--- src/rtl/mbcfg_regs.svh ---
`ifndef MBCFG_REGS_SVH
`define MBCFG_REGS_SVH

// ----------------------------------------------------------------
// register addresses
// ----------------------------------------------------------------
`define MBCFG_ADDR_SERVER  16'h1130
`define MBCFG_ADDR_BAUD    16'h1131
`define MBCFG_ADDR_PARITY  16'h1132
`define MBCFG_ADDR_STOP    16'h1133
`define MBCFG_ADDR_WIND    16'h1194
`define MBCFG_ADDR_HUMTMP  16'h1195
`define MBCFG_ADDR_TILT    16'h1196

// ----------------------------------------------------------------
// register indices in the bank
// ----------------------------------------------------------------
`define MBCFG_IDX_SERVER   3'h0
`define MBCFG_IDX_BAUD     3'h1
`define MBCFG_IDX_PARITY   3'h2
`define MBCFG_IDX_STOP     3'h3
`define MBCFG_IDX_WIND     3'h4
`define MBCFG_IDX_HUMTMP   3'h5
`define MBCFG_IDX_TILT     3'h6
`define MBCFG_IDX_NONE     3'h7

// ----------------------------------------------------------------
// reset values
// ----------------------------------------------------------------
`define MBCFG_RST_SERVER   16'h0001
`define MBCFG_RST_BAUD     16'h0001
`define MBCFG_RST_PARITY   16'h0002
`define MBCFG_RST_STOP     16'h0001
`define MBCFG_RST_WIND     16'h0003
`define MBCFG_RST_HUMTMP   16'h000A
`define MBCFG_RST_TILT     16'h003C

// ----------------------------------------------------------------
// legal ranges and encodings
// ----------------------------------------------------------------
`define MBCFG_SERVER_MIN   16'h0001
`define MBCFG_SERVER_MAX   16'h00F7
`define MBCFG_BAUD_MAX     16'h0001
`define MBCFG_PARITY_MAX   16'h0002
`define MBCFG_STOP_MIN     16'h0001
`define MBCFG_STOP_MAX     16'h0002
`define MBCFG_IVL_MIN      16'h0001
`define MBCFG_IVL_MAX      16'h0078

// ----------------------------------------------------------------
// function and exception codes
// ----------------------------------------------------------------
`define MBCFG_FC_RD_HOLD   8'h03
`define MBCFG_FC_RD_INPUT  8'h04
`define MBCFG_FC_WR_SINGLE 8'h06
`define MBCFG_FC_EXC_BIT   8'h80
`define MBCFG_EXC_FUNC     8'h01
`define MBCFG_EXC_ADDR     8'h02
`define MBCFG_EXC_VALUE    8'h03

// ----------------------------------------------------------------
// wind failure sentinels, single-precision float
// ----------------------------------------------------------------
`define MBCFG_WIND_OK      2'h0
`define MBCFG_WIND_F9990   2'h1
`define MBCFG_WIND_F9999   2'h2
`define MBCFG_WIND_F7999   2'h3
`define MBCFG_SENT_9990    32'hC61C1800
`define MBCFG_SENT_9999    32'hC61C3C00
`define MBCFG_SENT_7999    32'hC5F9F800

`endif

--- src/rtl/mbcfg_pkg.sv ---
`default_nettype none

package mbcfg_pkg;

  // ----------------------------------------------------------------
  // request and answer carriers
  // ----------------------------------------------------------------
  typedef struct packed {
    logic [7:0]  func;
    logic [15:0] addr;
    logic [15:0] data;
  } mbcfg_req_s;

  typedef struct packed {
    logic [7:0]  func;
    logic [15:0] addr;
    logic [15:0] data;
  } mbcfg_rsp_s;

  // settings the serial link runs under
  typedef struct packed {
    logic [7:0] server_address;
    logic       baud_select;
    logic [1:0] parity_format;
    logic [1:0] stop_bit_format;
  } mbcfg_serial_s;

  typedef struct packed {
    logic [15:0] wind_interval;
    logic [15:0] humidity_temp_interval;
    logic [15:0] tilt_interval;
  } mbcfg_interval_s;

  typedef enum logic {
    MBCFG_ST_LIVE = 1'b0,
    MBCFG_ST_SWAP = 1'b1
  } mbcfg_state_e;

endpackage

`default_nettype wire

--- src/rtl/mbcfg_holding_regs.sv ---
`include "mbcfg_regs.svh"
`default_nettype none

module mbcfg_holding_regs #(
  parameter logic [15:0] SERVER_MAX = `MBCFG_SERVER_MAX,
  parameter logic [15:0] IVL_MAX    = `MBCFG_IVL_MAX
) (
  // clock and reset
  input  wire logic                      clk,
  input  wire logic                      rst_n,
  // decoded request from the frame parser
  input  wire logic                      req_valid,
  input  wire mbcfg_pkg::mbcfg_req_s     req,
  output var  logic                      req_ready_q,
  // answer to the frame builder
  output var  logic                      rsp_valid_q,
  output var  mbcfg_pkg::mbcfg_rsp_s     rsp_q,
  input  wire logic                      tx_done,
  // settings in force
  output var  mbcfg_pkg::mbcfg_serial_s  serial_q,
  output var  mbcfg_pkg::mbcfg_interval_s interval_q,
  // wind result
  input  wire logic                      wind_valid,
  input  wire logic [1:0]                wind_status,
  input  wire logic [31:0]               wind_value,
  output var  logic                      wind_report_valid_q,
  output var  logic [31:0]               wind_report_q
);

  // ----------------------------------------------------------------
  // elaboration checks
  // ----------------------------------------------------------------
  if (SERVER_MAX < `MBCFG_SERVER_MIN || SERVER_MAX > 16'h00FF) begin : g_chk_srv
    $error("SERVER_MAX outside 1..255");
  end
  if (IVL_MAX < `MBCFG_IVL_MIN) begin : g_chk_ivl
    $error("IVL_MAX below interval minimum");
  end
  // a reset value that the range check refuses could never be written back
  if (`MBCFG_RST_SERVER > SERVER_MAX) begin : g_chk_srv_rst
    $error("SERVER_MAX below the reset address");
  end
  if (`MBCFG_RST_WIND > IVL_MAX || `MBCFG_RST_HUMTMP > IVL_MAX
      || `MBCFG_RST_TILT > IVL_MAX) begin : g_chk_ivl_rst
    $error("IVL_MAX below a reset interval");
  end

  // ----------------------------------------------------------------
  // bank size
  // ----------------------------------------------------------------
  localparam int unsigned NUM_REGS = 7;

  // ----------------------------------------------------------------
  // decoding helpers
  // ----------------------------------------------------------------
  function automatic logic [2:0] reg_index(input logic [15:0] addr);
    logic [2:0] idx;
    idx = `MBCFG_IDX_NONE;
    case (addr)
      `MBCFG_ADDR_SERVER: idx = `MBCFG_IDX_SERVER;
      `MBCFG_ADDR_BAUD:   idx = `MBCFG_IDX_BAUD;
      `MBCFG_ADDR_PARITY: idx = `MBCFG_IDX_PARITY;
      `MBCFG_ADDR_STOP:   idx = `MBCFG_IDX_STOP;
      `MBCFG_ADDR_WIND:   idx = `MBCFG_IDX_WIND;
      `MBCFG_ADDR_HUMTMP: idx = `MBCFG_IDX_HUMTMP;
      `MBCFG_ADDR_TILT:   idx = `MBCFG_IDX_TILT;
      default:            idx = `MBCFG_IDX_NONE;
    endcase
    return idx;
  endfunction

  function automatic logic [15:0] reset_value(input logic [2:0] idx);
    logic [15:0] v;
    v = 16'h0000;
    case (idx)
      `MBCFG_IDX_SERVER: v = `MBCFG_RST_SERVER;
      `MBCFG_IDX_BAUD:   v = `MBCFG_RST_BAUD;
      `MBCFG_IDX_PARITY: v = `MBCFG_RST_PARITY;
      `MBCFG_IDX_STOP:   v = `MBCFG_RST_STOP;
      `MBCFG_IDX_WIND:   v = `MBCFG_RST_WIND;
      `MBCFG_IDX_HUMTMP: v = `MBCFG_RST_HUMTMP;
      `MBCFG_IDX_TILT:   v = `MBCFG_RST_TILT;
      default:           v = 16'h0000;
    endcase
    return v;
  endfunction

  // the bank keeps full words, so range checks look at all 16 bits
  function automatic logic value_legal(input logic [2:0] idx, input logic [15:0] v);
    logic ok;
    ok = 1'b0;
    case (idx)
      `MBCFG_IDX_SERVER: ok = (v >= `MBCFG_SERVER_MIN) && (v <= SERVER_MAX);
      `MBCFG_IDX_BAUD:   ok = (v <= `MBCFG_BAUD_MAX);
      `MBCFG_IDX_PARITY: ok = (v <= `MBCFG_PARITY_MAX);
      // zero stop bits falls below the minimum
      `MBCFG_IDX_STOP:   ok = (v >= `MBCFG_STOP_MIN) && (v <= `MBCFG_STOP_MAX);
      `MBCFG_IDX_WIND,
      `MBCFG_IDX_HUMTMP,
      `MBCFG_IDX_TILT:   ok = (v >= `MBCFG_IVL_MIN) && (v <= IVL_MAX);
      default:           ok = 1'b0;
    endcase
    return ok;
  endfunction

  function automatic logic is_serial(input logic [2:0] idx);
    logic s;
    s = 1'b0;
    case (idx)
      `MBCFG_IDX_SERVER,
      `MBCFG_IDX_BAUD,
      `MBCFG_IDX_PARITY,
      `MBCFG_IDX_STOP: s = 1'b1;
      default:         s = 1'b0;
    endcase
    return s;
  endfunction

  // ----------------------------------------------------------------
  // request classification
  // ----------------------------------------------------------------
  mbcfg_pkg::mbcfg_state_e state_q;
  mbcfg_pkg::mbcfg_state_e state_d;
  logic [15:0]             bank_q [NUM_REGS];
  logic [2:0]              idx;
  logic                    take;
  logic                    is_read;
  logic                    is_write;
  logic                    fc_bad;
  logic                    addr_bad;
  logic                    val_bad;
  logic                    wr_ok;
  logic                    serial_touch;
  logic                    swap_now;

  assign take     = req_valid && req_ready_q;
  assign idx      = reg_index(req.addr);
  assign is_read  = (req.func == `MBCFG_FC_RD_HOLD) || (req.func == `MBCFG_FC_RD_INPUT);
  assign is_write = (req.func == `MBCFG_FC_WR_SINGLE);
  assign fc_bad   = !is_read && !is_write;
  assign addr_bad = (idx == `MBCFG_IDX_NONE);
  assign val_bad  = is_write && !value_legal(idx, req.data);
  assign wr_ok    = take && is_write && !addr_bad && !val_bad;
  assign serial_touch = is_serial(idx);
  assign swap_now     = (state_q == mbcfg_pkg::MBCFG_ST_SWAP) && tx_done;

  // ----------------------------------------------------------------
  // register bank
  // ----------------------------------------------------------------
  // a write lands only once every check passed, so a refused one keeps the old word
  for (genvar g = 0; g < NUM_REGS; g++) begin : g_bank
    always_ff @(posedge clk) begin
      if (!rst_n) begin
        bank_q[g] <= reset_value(3'(g));
      end else if (wr_ok && idx == 3'(g)) begin
        bank_q[g] <= req.data;
      end
    end
  end

  // ----------------------------------------------------------------
  // answer
  // ----------------------------------------------------------------
  always_ff @(posedge clk) begin
    if (!rst_n) begin
      rsp_valid_q <= 1'b0;
    end else begin
      rsp_valid_q <= take;
    end
  end

  // exceptions keep the request's address so the client can match them
  always_ff @(posedge clk) begin
    if (!rst_n) begin
      rsp_q <= '0;
    end else if (take) begin
      rsp_q.addr <= req.addr;
      if (fc_bad) begin
        rsp_q.func <= req.func | `MBCFG_FC_EXC_BIT;
        rsp_q.data <= {8'h00, `MBCFG_EXC_FUNC};
      end else if (addr_bad) begin
        rsp_q.func <= req.func | `MBCFG_FC_EXC_BIT;
        rsp_q.data <= {8'h00, `MBCFG_EXC_ADDR};
      end else if (val_bad) begin
        rsp_q.func <= req.func | `MBCFG_FC_EXC_BIT;
        rsp_q.data <= {8'h00, `MBCFG_EXC_VALUE};
      end else if (is_write) begin
        rsp_q.func <= req.func;
        rsp_q.data <= req.data;                  // echo of accepted write
      end else begin
        rsp_q.func <= req.func;
        rsp_q.data <= bank_q[idx];
      end
    end
  end

  // ----------------------------------------------------------------
  // serial settings swap
  // ----------------------------------------------------------------
  // the answer to a link write must leave under the old settings,
  // so the swap waits for the builder's tx_done
  always_comb begin
    state_d = state_q;
    case (state_q)
      mbcfg_pkg::MBCFG_ST_LIVE: begin
        if (wr_ok && serial_touch) begin
          state_d = mbcfg_pkg::MBCFG_ST_SWAP;
        end
      end
      mbcfg_pkg::MBCFG_ST_SWAP: begin
        if (tx_done) begin
          state_d = mbcfg_pkg::MBCFG_ST_LIVE;
        end
      end
      default: state_d = mbcfg_pkg::MBCFG_ST_LIVE;
    endcase
  end

  always_ff @(posedge clk) begin
    if (!rst_n) begin
      state_q <= mbcfg_pkg::MBCFG_ST_LIVE;
    end else begin
      state_q <= state_d;
    end
  end

  // requests held off while a swap is pending
  always_ff @(posedge clk) begin
    if (!rst_n) begin
      req_ready_q <= 1'b0;
    end else begin
      // no back-to-back takes: ready drops for the answer cycle
      req_ready_q <= (state_d == mbcfg_pkg::MBCFG_ST_LIVE) && !take;
    end
  end

  always_ff @(posedge clk) begin
    if (!rst_n) begin
      serial_q.server_address  <= 8'(`MBCFG_RST_SERVER);
      serial_q.baud_select     <= 1'(`MBCFG_RST_BAUD);
      serial_q.parity_format   <= 2'(`MBCFG_RST_PARITY);
      serial_q.stop_bit_format <= 2'(`MBCFG_RST_STOP);
    end else if (swap_now) begin
      // only low bits of a legal value matter to the link
      serial_q.server_address  <= bank_q[`MBCFG_IDX_SERVER][7:0];
      serial_q.baud_select     <= bank_q[`MBCFG_IDX_BAUD][0];
      serial_q.parity_format   <= bank_q[`MBCFG_IDX_PARITY][1:0];
      serial_q.stop_bit_format <= bank_q[`MBCFG_IDX_STOP][1:0];
    end
  end

  // intervals may change at once, they do not touch the link
  always_ff @(posedge clk) begin
    if (!rst_n) begin
      interval_q.wind_interval          <= `MBCFG_RST_WIND;
      interval_q.humidity_temp_interval <= `MBCFG_RST_HUMTMP;
      interval_q.tilt_interval          <= `MBCFG_RST_TILT;
    end else begin
      interval_q.wind_interval          <= bank_q[`MBCFG_IDX_WIND];
      interval_q.humidity_temp_interval <= bank_q[`MBCFG_IDX_HUMTMP];
      interval_q.tilt_interval          <= bank_q[`MBCFG_IDX_TILT];
    end
  end

  // ----------------------------------------------------------------
  // wind result substitution
  // ----------------------------------------------------------------
  always_ff @(posedge clk) begin
    if (!rst_n) begin
      wind_report_valid_q <= 1'b0;
    end else begin
      wind_report_valid_q <= wind_valid;
    end
  end

  // the report keeps the last result until the next one arrives
  always_ff @(posedge clk) begin
    if (!rst_n) begin
      wind_report_q <= 32'h00000000;
    end else begin
      if (wind_valid) begin
        case (wind_status)
          `MBCFG_WIND_OK:    wind_report_q <= wind_value;
          `MBCFG_WIND_F9990: wind_report_q <= `MBCFG_SENT_9990;
          `MBCFG_WIND_F9999: wind_report_q <= `MBCFG_SENT_9999;
          `MBCFG_WIND_F7999: wind_report_q <= `MBCFG_SENT_7999;
          default:           wind_report_q <= `MBCFG_SENT_9999;
        endcase
      end
    end
  end

endmodule

`default_nettype wire

--- config.mk ---
export PLATFORM = sky130hd
export DESIGN_NAME = mbcfg_holding_regs
export DESIGN_NICKNAME = d
export VERILOG_FILES = /design/src/rtl/mbcfg_pkg.sv /design/src/rtl/mbcfg_holding_regs.sv
export VERILOG_INCLUDE_DIRS = /design/src /design/src/rtl
export SDC_FILE = /design/constraint.sdc
export NUM_CORES = 1
export LEC_CHECK = 0
export BUFFER_PORTS_ARGS = -buffer_cell sky130_fd_sc_hd__buf_2
export CORE_UTILIZATION = 26
export DETAILED_ROUTE_END_ITERATION = 16
export HOLD_SLACK_MARGIN = 0.02
export SLEW_MARGIN = 15
export SYNTH_ARGS = -nofsm -noshare
export SYNTH_HDL_FRONTEND = slang
export SYNTH_SLANG_ARGS = --single-unit
--- constraint.sdc ---
create_clock -name clk -period 5.4 [get_ports clk]
set_input_delay 1.35 -clock clk [delete_from_list [all_inputs] [get_ports clk]]
set_output_delay 1.35 -clock clk [all_outputs]
set_load 0.005 [all_outputs]
==> results.tsv, run 1 <==
stage	metric	value	unit
status	status	finished, final reports clean	
logic_synthesis	ys_seq_elements	249	
logic_synthesis	synthesis.instances	842	
placed_design	placed_cell_area	11510	µm²
drt	route.detailed.drc	0	
sta	setup-tns-final	0	ps
cts	clk_pin_slew	60	ps
floorplan	pin_count	215	
placed_design	port_buffers	214	
logic_synthesis	synth_edf_count	112	
cts	htreeDepth	1	
worst_setup_path	crit_chain	buf_2, nor4b_4, o2111ai_4, nor2_1, nand2_1, o21ai_1, buf_4	
sta	report.final.slew_viol_count	0	
drt	drt_iter0_markers	484	
floorplan	initial_core_util	0.2644	
finish	area_growth	27.83	%
worst_setup_path	slowest_delay	550	ps
drt	wl_per_cell	16.87	µm
cts	cts_root_buf	clkbuf_16	
sta	period_needed	3630	ps
worst_setup_path	cp.arrival	3870	ps
global_route	grt_pass1_vias	6988	
worst_setup_path	reg2reg_slack	3030	ps
logic_synthesis	ys.flop_type	dfxtp_1	
sta	rsz0062_at_grt	no	
power	p_seq_frac	0.509	
sta	max_slew.worst_pin.slew	993.6	ps
worst_setup_path	worst_ep_required_time	5640	ps
global_route	grt_overflow_total	0	
sta	slew_headroom	0.3352	
worst_setup_path	cp_top_family	simple AND/OR/NAND/NOR gates	
floorplan	design.core.area	36610	µm²
worst_setup_path	cp_num_buf_inv	2	
drt	finalWirelength	27.17	mm
sta	setup_viol	0	
power	p_switching	938.4	µW
floorplan	std_cell_rows	70	
sta	finalHoldViolCount	0	
global_route	grt_max_degree	110	
finish	fillers	3675	
power	comb_power_share	0.059	
logic_synthesis	syn-cell-area	9679	µm²
worst_setup_path	cp-end-kind	flop	
power	switching_share	0.2270	
power	clockPowerShare	0.433	
power	vdd_drop_max	0.2621	mV
cts	post_cts_resized	0	
worst_setup_path	worstPathMaxFanout	25	
logic_synthesis	async_flop_share	0	
cts	hold_buffers	0	
floorplan	die_h	194.9	µm
sta	fin_skew	13.85	ps
finish	antenna_cells	0	
cts	clock-sinks	249	
worst_setup_path	worstSetupStartpointType	input port	
placed_design	hpwlAfterDp	19.59	mm
power	power_density	334.2	nW/µm²
finish	final_layout_size_suffix_gt1_frac	0.2706	
power	leakagePower	0.005037	µW
drt	ant_nets	0	
cts	insertion_delay	550	ps
floorplan	die_w	194.9	µm
cts	numCtsBuffers	27	
logic_synthesis	syn_avg_cell_area	11.50	µm²
logic_synthesis	synth.distinct_cells	64	
drt	vias	7336	
logic_synthesis	seq_area_frac_synth	0.6308	
logic_synthesis	yosys_warnings	0	
finish	design_area	12370	µm²
worst_setup_path	crit_type	in2reg	
cts	tritoncts	done	
sta	fmax	275.5	MHz
cts	cts.path.max_buffers	3	
finish	fin_nets	1203	
worst_setup_path	critPathSlowestCell	nand2_1	
cts	post-cts-setup-buffers	0	
finish	ff_latch_area	6106	µm²
sta	fin_crit_sh	0.6723	
drt	via_per_inst	4.557	
global_route	antenna_found_initial	0	
job	drv_cap	0	
floorplan	die_area	38000	µm²
global_route	grt_first_pass_wirelength	40.75	mm
worst_hold_path	hold_class	reg2reg	
logic_synthesis	synth.area.top_cells	edfxtp_1 35%, dfxtp_1 28%, and2_1 3.7%, nand2_1 3.7%, a21oi_1 2.5%	
logic_synthesis	yosys.area.top_type_share	0.3475	
logic_synthesis	yosys.area.top_type	edfxtp_1	
finish	multi_input_area	3636	µm²
placed_design	place_congestion	0.8260	
global_route	grt.total_usage	0.1391	
power	intPower	3196	µW
drt	first_pass_iters	4	
-- layout make-up --
cell class,instances,area share
flip-flops and latches,249,0.4935
inverters,7,0.002124
multi-input cells,611,0.2939
repair buffers,225,0.09344
well taps,468,0.04733
clock buffers,35,0.06067
clock inverters,15,0.009101
-- cell usage after synthesis (15+ instances only) --
master,instances
a21oi_1,48
dfxtp_1,137
nor2b_1,33
or3_1,20
a21boi_0,32
o21ai_0,41
clkbuf_1,46
nand2_1,95
nor2_1,34
edfxtp_1,112
o221a_2,15
and2_1,57
-- placed cells by master (no fill, tap or decap), types with 4 or more instances in the layout --
cell type,netlist,layout
buf_2,4,213
dfxtp_1,137,137
edfxtp_1,112,112
nand2_1,95,95
conb_1,1,78
and2_1,57,57
a21oi_1,48,48
nor2_1,34,34
o21ai_0,41,34
nor2b_1,33,33
a21boi_0,32,32
clkbuf_16,0,28
or3_1,20,20
o221a_2,15,15
nor4b_1,14,14
o221ai_1,14,14
buf_4,0,12
nand2b_1,11,11
o21ai_1,3,10
nand3_1,10,10
clkinv_2,0,9
a21o_1,8,8
o22ai_1,8,8
inv_1,7,7
and3_1,7,7
nor3_1,7,7
a221o_1,6,6
nand4_1,5,5
or4_1,5,5
nor4_1,4,4
o2111ai_1,4,4
clkbuf_1,46,4
-- metrics by stage --
step / utilization / worst slack [ps] / std cells / hold WS, ps / power [µW]
after floorplan: - / 1094 / 919 / 419.2 / 2256
after global placement: 0.3144 / 1295 / 1560 / 445.9 / 2383
after detailed placement: 0.3144 / 1231 / 1560 / 453.1 / 2389
after CTS: 0.3380 / 1813 / 1610 / 465.5 / 4195
after global routing: 0.3380 / 1590 / 1610 / 481.1 / 4297
final: 0.3380 / 1770 / 1610 / 458.8 / 4135
-- state kept, by name, summed over array words and instances (netlist names) --
| signal | cells |
|---|---|
| state_q | 1 |
| rsp_valid_q | 1 |
| interval_q | 48 |
| wind_report_valid_q | 1 |
| serial_q | 13 |
| wind_report_q | 32 |
| rsp_q | 40 |
| bank_q | 112 |
| req_ready_q | 1 |
-- path summary, 6_finish.rpt --
path,start,endpoint,cells after the start
max,req[27],bank_q[2][9],7
min,bank_q[4][1],interval_q[33],1
max reg2reg,req_ready_q,rsp_q[4],6
min reg2reg,bank_q[4][1],interval_q[33],1
-- cells by family (layout without fill, tap and decap cells) --
| logic type | Yosys count | after routing | share of synthesized area |
|---|---|---|---|
| fa+ha+maj | 3 | 3 | 0.003878 |
| flops | 249 | 249 | 0.6308 |
| mux | 5 | 5 | 0.005429 |
| simple gates | 327 | 327 | 0.1936 |
| compound gates | 198 | 198 | 0.1425 |
| buf+inv | 59 | 282 | 0.02340 |
| other cells | 1 | 78 | 0.0003874 |
-- power groups by stage --
| stage | combinational (µW) | clock (µW) | sequential (µW) |
|---|---|---|---|
| 2_1_floorplan | 117 | 0 | 2140 |
| 3_3_place_gp | 240 | 0 | 2140 |
| 3_5_place_dp | 244 | 0 | 2140 |
| 4_1_cts | 245 | 1850 | 2100 |
| 5_1_grt | 270 | 1910 | 2110 |
| 6_report | 243 | 1790 | 2100 |
-- routing by layer --
layer / wire [µm] / vias up / global-route usage
li1: - / 3545 / -
met1: 12140 / 3464 / 0.1839
met2: 12460 / 274 / 0.2212
met3: 1778 / 53 / 0.03002
met4: 789 / 0 / 0.05424
met5: 0 / - / 0
Power figures use the tool's default switching activity.
==> inputs of run 2 (changes only) <==
==> constraint.sdc (replaced) <==
create_clock -name clk -period 3.22 [get_ports clk]
set_input_delay 0.805 -clock clk [delete_from_list [all_inputs] [get_ports clk]]
set_output_delay 0.805 -clock clk [all_outputs]
set_load 0.005 [all_outputs]
==> results.tsv, run 2 (same netlist as run 1, synthesis figures left out) <==
stage	metric	value	unit	change
worst_setup_path	crit_top_cell	o21ai_1		
worst_setup_path	worstPathMaxFanout	16		-36%
sta	whs	449.8	ps	-9.010 ps
placed_design	port_buffers	214		unchanged
global_route	antenna_found_initial	1		+1
finish	top_regs	bank_q (112), interval_q (48), rsp_q (40)		
cts	clock-sinks	249		unchanged
finish	fillers	3705		+0.82%
sta	fin_crit_sh	0.8259		
finish	final_cell_mix	213 x buf_2, 137 x dfxtp_1, 112 x edfxtp_1		
floorplan	die_area	38000	µm²	unchanged
sta	fin_skew	19.32	ps	+5.471 ps
sta	finalHoldViolCount	0		unchanged
drt	vias	7445		+1.5%
floorplan	die_h	194.9	µm	unchanged
worst_setup_path	crit_chain	buf_2, nor3b_2, o2111ai_4, o21ai_1, a32o_2, nand4_1, o21ai_1, buf_12		
worst_setup_path	slowest_delay	440	ps	-110 ps
placed_design	placed_cells	1602		+2.7%
cts	tritoncts	done		
power	total_power	7104	µW	+72%
finish	final_layout_size_suffix_gt1_frac	0.2976		+0.02706
finish	area_growth	32.47	%	
global_route	grt_max_degree	85		-23%
global_route	grt_first_pass_wirelength	41.43	mm	+1.7%
sta	fmax	376.0	MHz	
cts	htreeDepth	1		unchanged
power	leakagePower	0.005289	µW	+5.0%
floorplan	die_w	194.9	µm	unchanged
job	drv_cap	0		unchanged
finish	largest_reg_flops	112		unchanged
sta	setup_viol	0		unchanged
finish	ff_latch_area	6106	µm²	unchanged
finish	final_common_cell	buf_2		
placed_design	hpwlAfterDp	20.13	mm	+2.8%
worst_setup_path	worstSetupStartpointType	input port		
sta	period_needed	2659	ps	
finish	antenna_cells	0		unchanged
drt	drt_iter0_markers	492		+1.7%
worst_setup_path	worst_ep_required_time	3460	ps	-2180 ps
finish	final_util	0.3502		+0.01227
drt	wl_per_cell	16.38	µm	-2.9%
drt	ant_nets	0		unchanged
finish	regMostFlops	bank_q		
floorplan	pin_count	215		unchanged
worst_setup_path	cp-end-kind	flop		
cts	post-cts-setup-buffers	0		unchanged
finish	fin_nets	1246		+3.6%
cts	insertion_delay	550	ps	about the same
placed_design	place_congestion	0.8596		+4.1%
drt	via_per_inst	4.501		-1.2%
floorplan	std_cell_rows	70		unchanged
drt	finalWirelength	27.09	mm	-0.28%
global_route	grt.total_usage	0.1391		about the same
floorplan	design.core.area	36610	µm²	unchanged
cts	clk_pin_slew	60	ps	about the same
global_route	grt_overflow_total	0		unchanged
status	status	finished, final reports clean		
floorplan	initial_core_util	0.2644		unchanged
finish	multi_input_area	3640	µm²	+0.10%
global_route	grt_pass1_vias	7316		+4.7%
cts	cts.path.max_buffers	3		unchanged
power	vdd_drop_max	0.2686	mV	+2.5%
finish	finalNonFillerCells	1654		+2.7%
cts	numCtsBuffers	28		+3.7%
worst_setup_path	crit_type	in2reg		
power	power_density	554.1	nW/µm²	+66%
sta	rsz0062_at_grt	no		
worst_hold_path	hold_class	reg2reg		
sta	max_slew.worst_pin.slew	788.2	ps	-205.4 ps
cts	cts_root_buf	clkbuf_16		
drt	first_pass_iters	5		+1
cts	post_cts_resized	0		unchanged
worst_setup_path	critPathSlowestCell	nor3b_2		
sta	slew_headroom	0.4745		+0.1393
drt	route.detailed.drc	0		unchanged
cts	hold_buffers	0		unchanged
worst_setup_path	cp.arrival	2900	ps	-970 ps
sta	report.final.slew_viol_count	0		unchanged
-- run 2: cell count changes in the layout (fill, tap and decap cells not counted), moves of 2 or more --
cell      previous run  this run
buf_12               0         5
buf_4               12        49
clkbuf_8             2         5
clkinv_2             9         5
inv_6                2         0
-- run 2: cell type report --
type | count | share of cell area
flip-flops and latches | 249 | 0.4762
multi-input cells | 611 | 0.2839
repair buffers | 267 | 0.1196
clock buffers | 40 | 0.06401
well taps | 468 | 0.04567
clock inverters | 12 | 0.008587
inverters | 7 | 0.002049
-- run 2: per-stage QoR --
stage | setup TNS (ps) | area, µm² | setup slack (ps)
6_report | 0 | 12820 | 560.5
5_1_grt | 0 | 12820 | 393.6
4_1_cts | 0 | 12820 | 613.1
3_5_place_dp | 0 | 11890 | 41.73
3_3_place_gp | 0 | 11890 | 89.03
2_1_floorplan | -10840 | 9972 | -120.9
-- run 2: worst paths after layout --
path	start	end	slack (ps)	depth (start not counted)
max	req[25]	bank_q[0][4]	560	8
max reg2reg	req_ready_q	rsp_q[5]	1170	7
min reg2reg	rsp_q[14]	rsp_q[14]	450	1
min	rsp_q[14]	rsp_q[14]	450	1
-- run 2: worst max-delay path, delay by kind of cell --
kind | cells | cell delay [ps]
AO/OA/AOI/OAI | 4 | 1080
buffers and inverters | 2 | 300
AND/OR/NAND/NOR | 2 | 700
-- run 2: power by group --
part,leakage (µW),internal [µW],switching [µW],total (µW)
sequential,0.00220,3470,61.4,3530
clock,0.000457,1860,1280,3140
combinational,0.00263,186,247,434
-- run 2: routing by layer --
layer / share of wire / track usage
met1: 0.44 / 0.1831
met5: 0.00059 / 0
met2: 0.46 / 0.2249
met3: 0.069 / 0.03384
met4: 0.022 / 0.04199
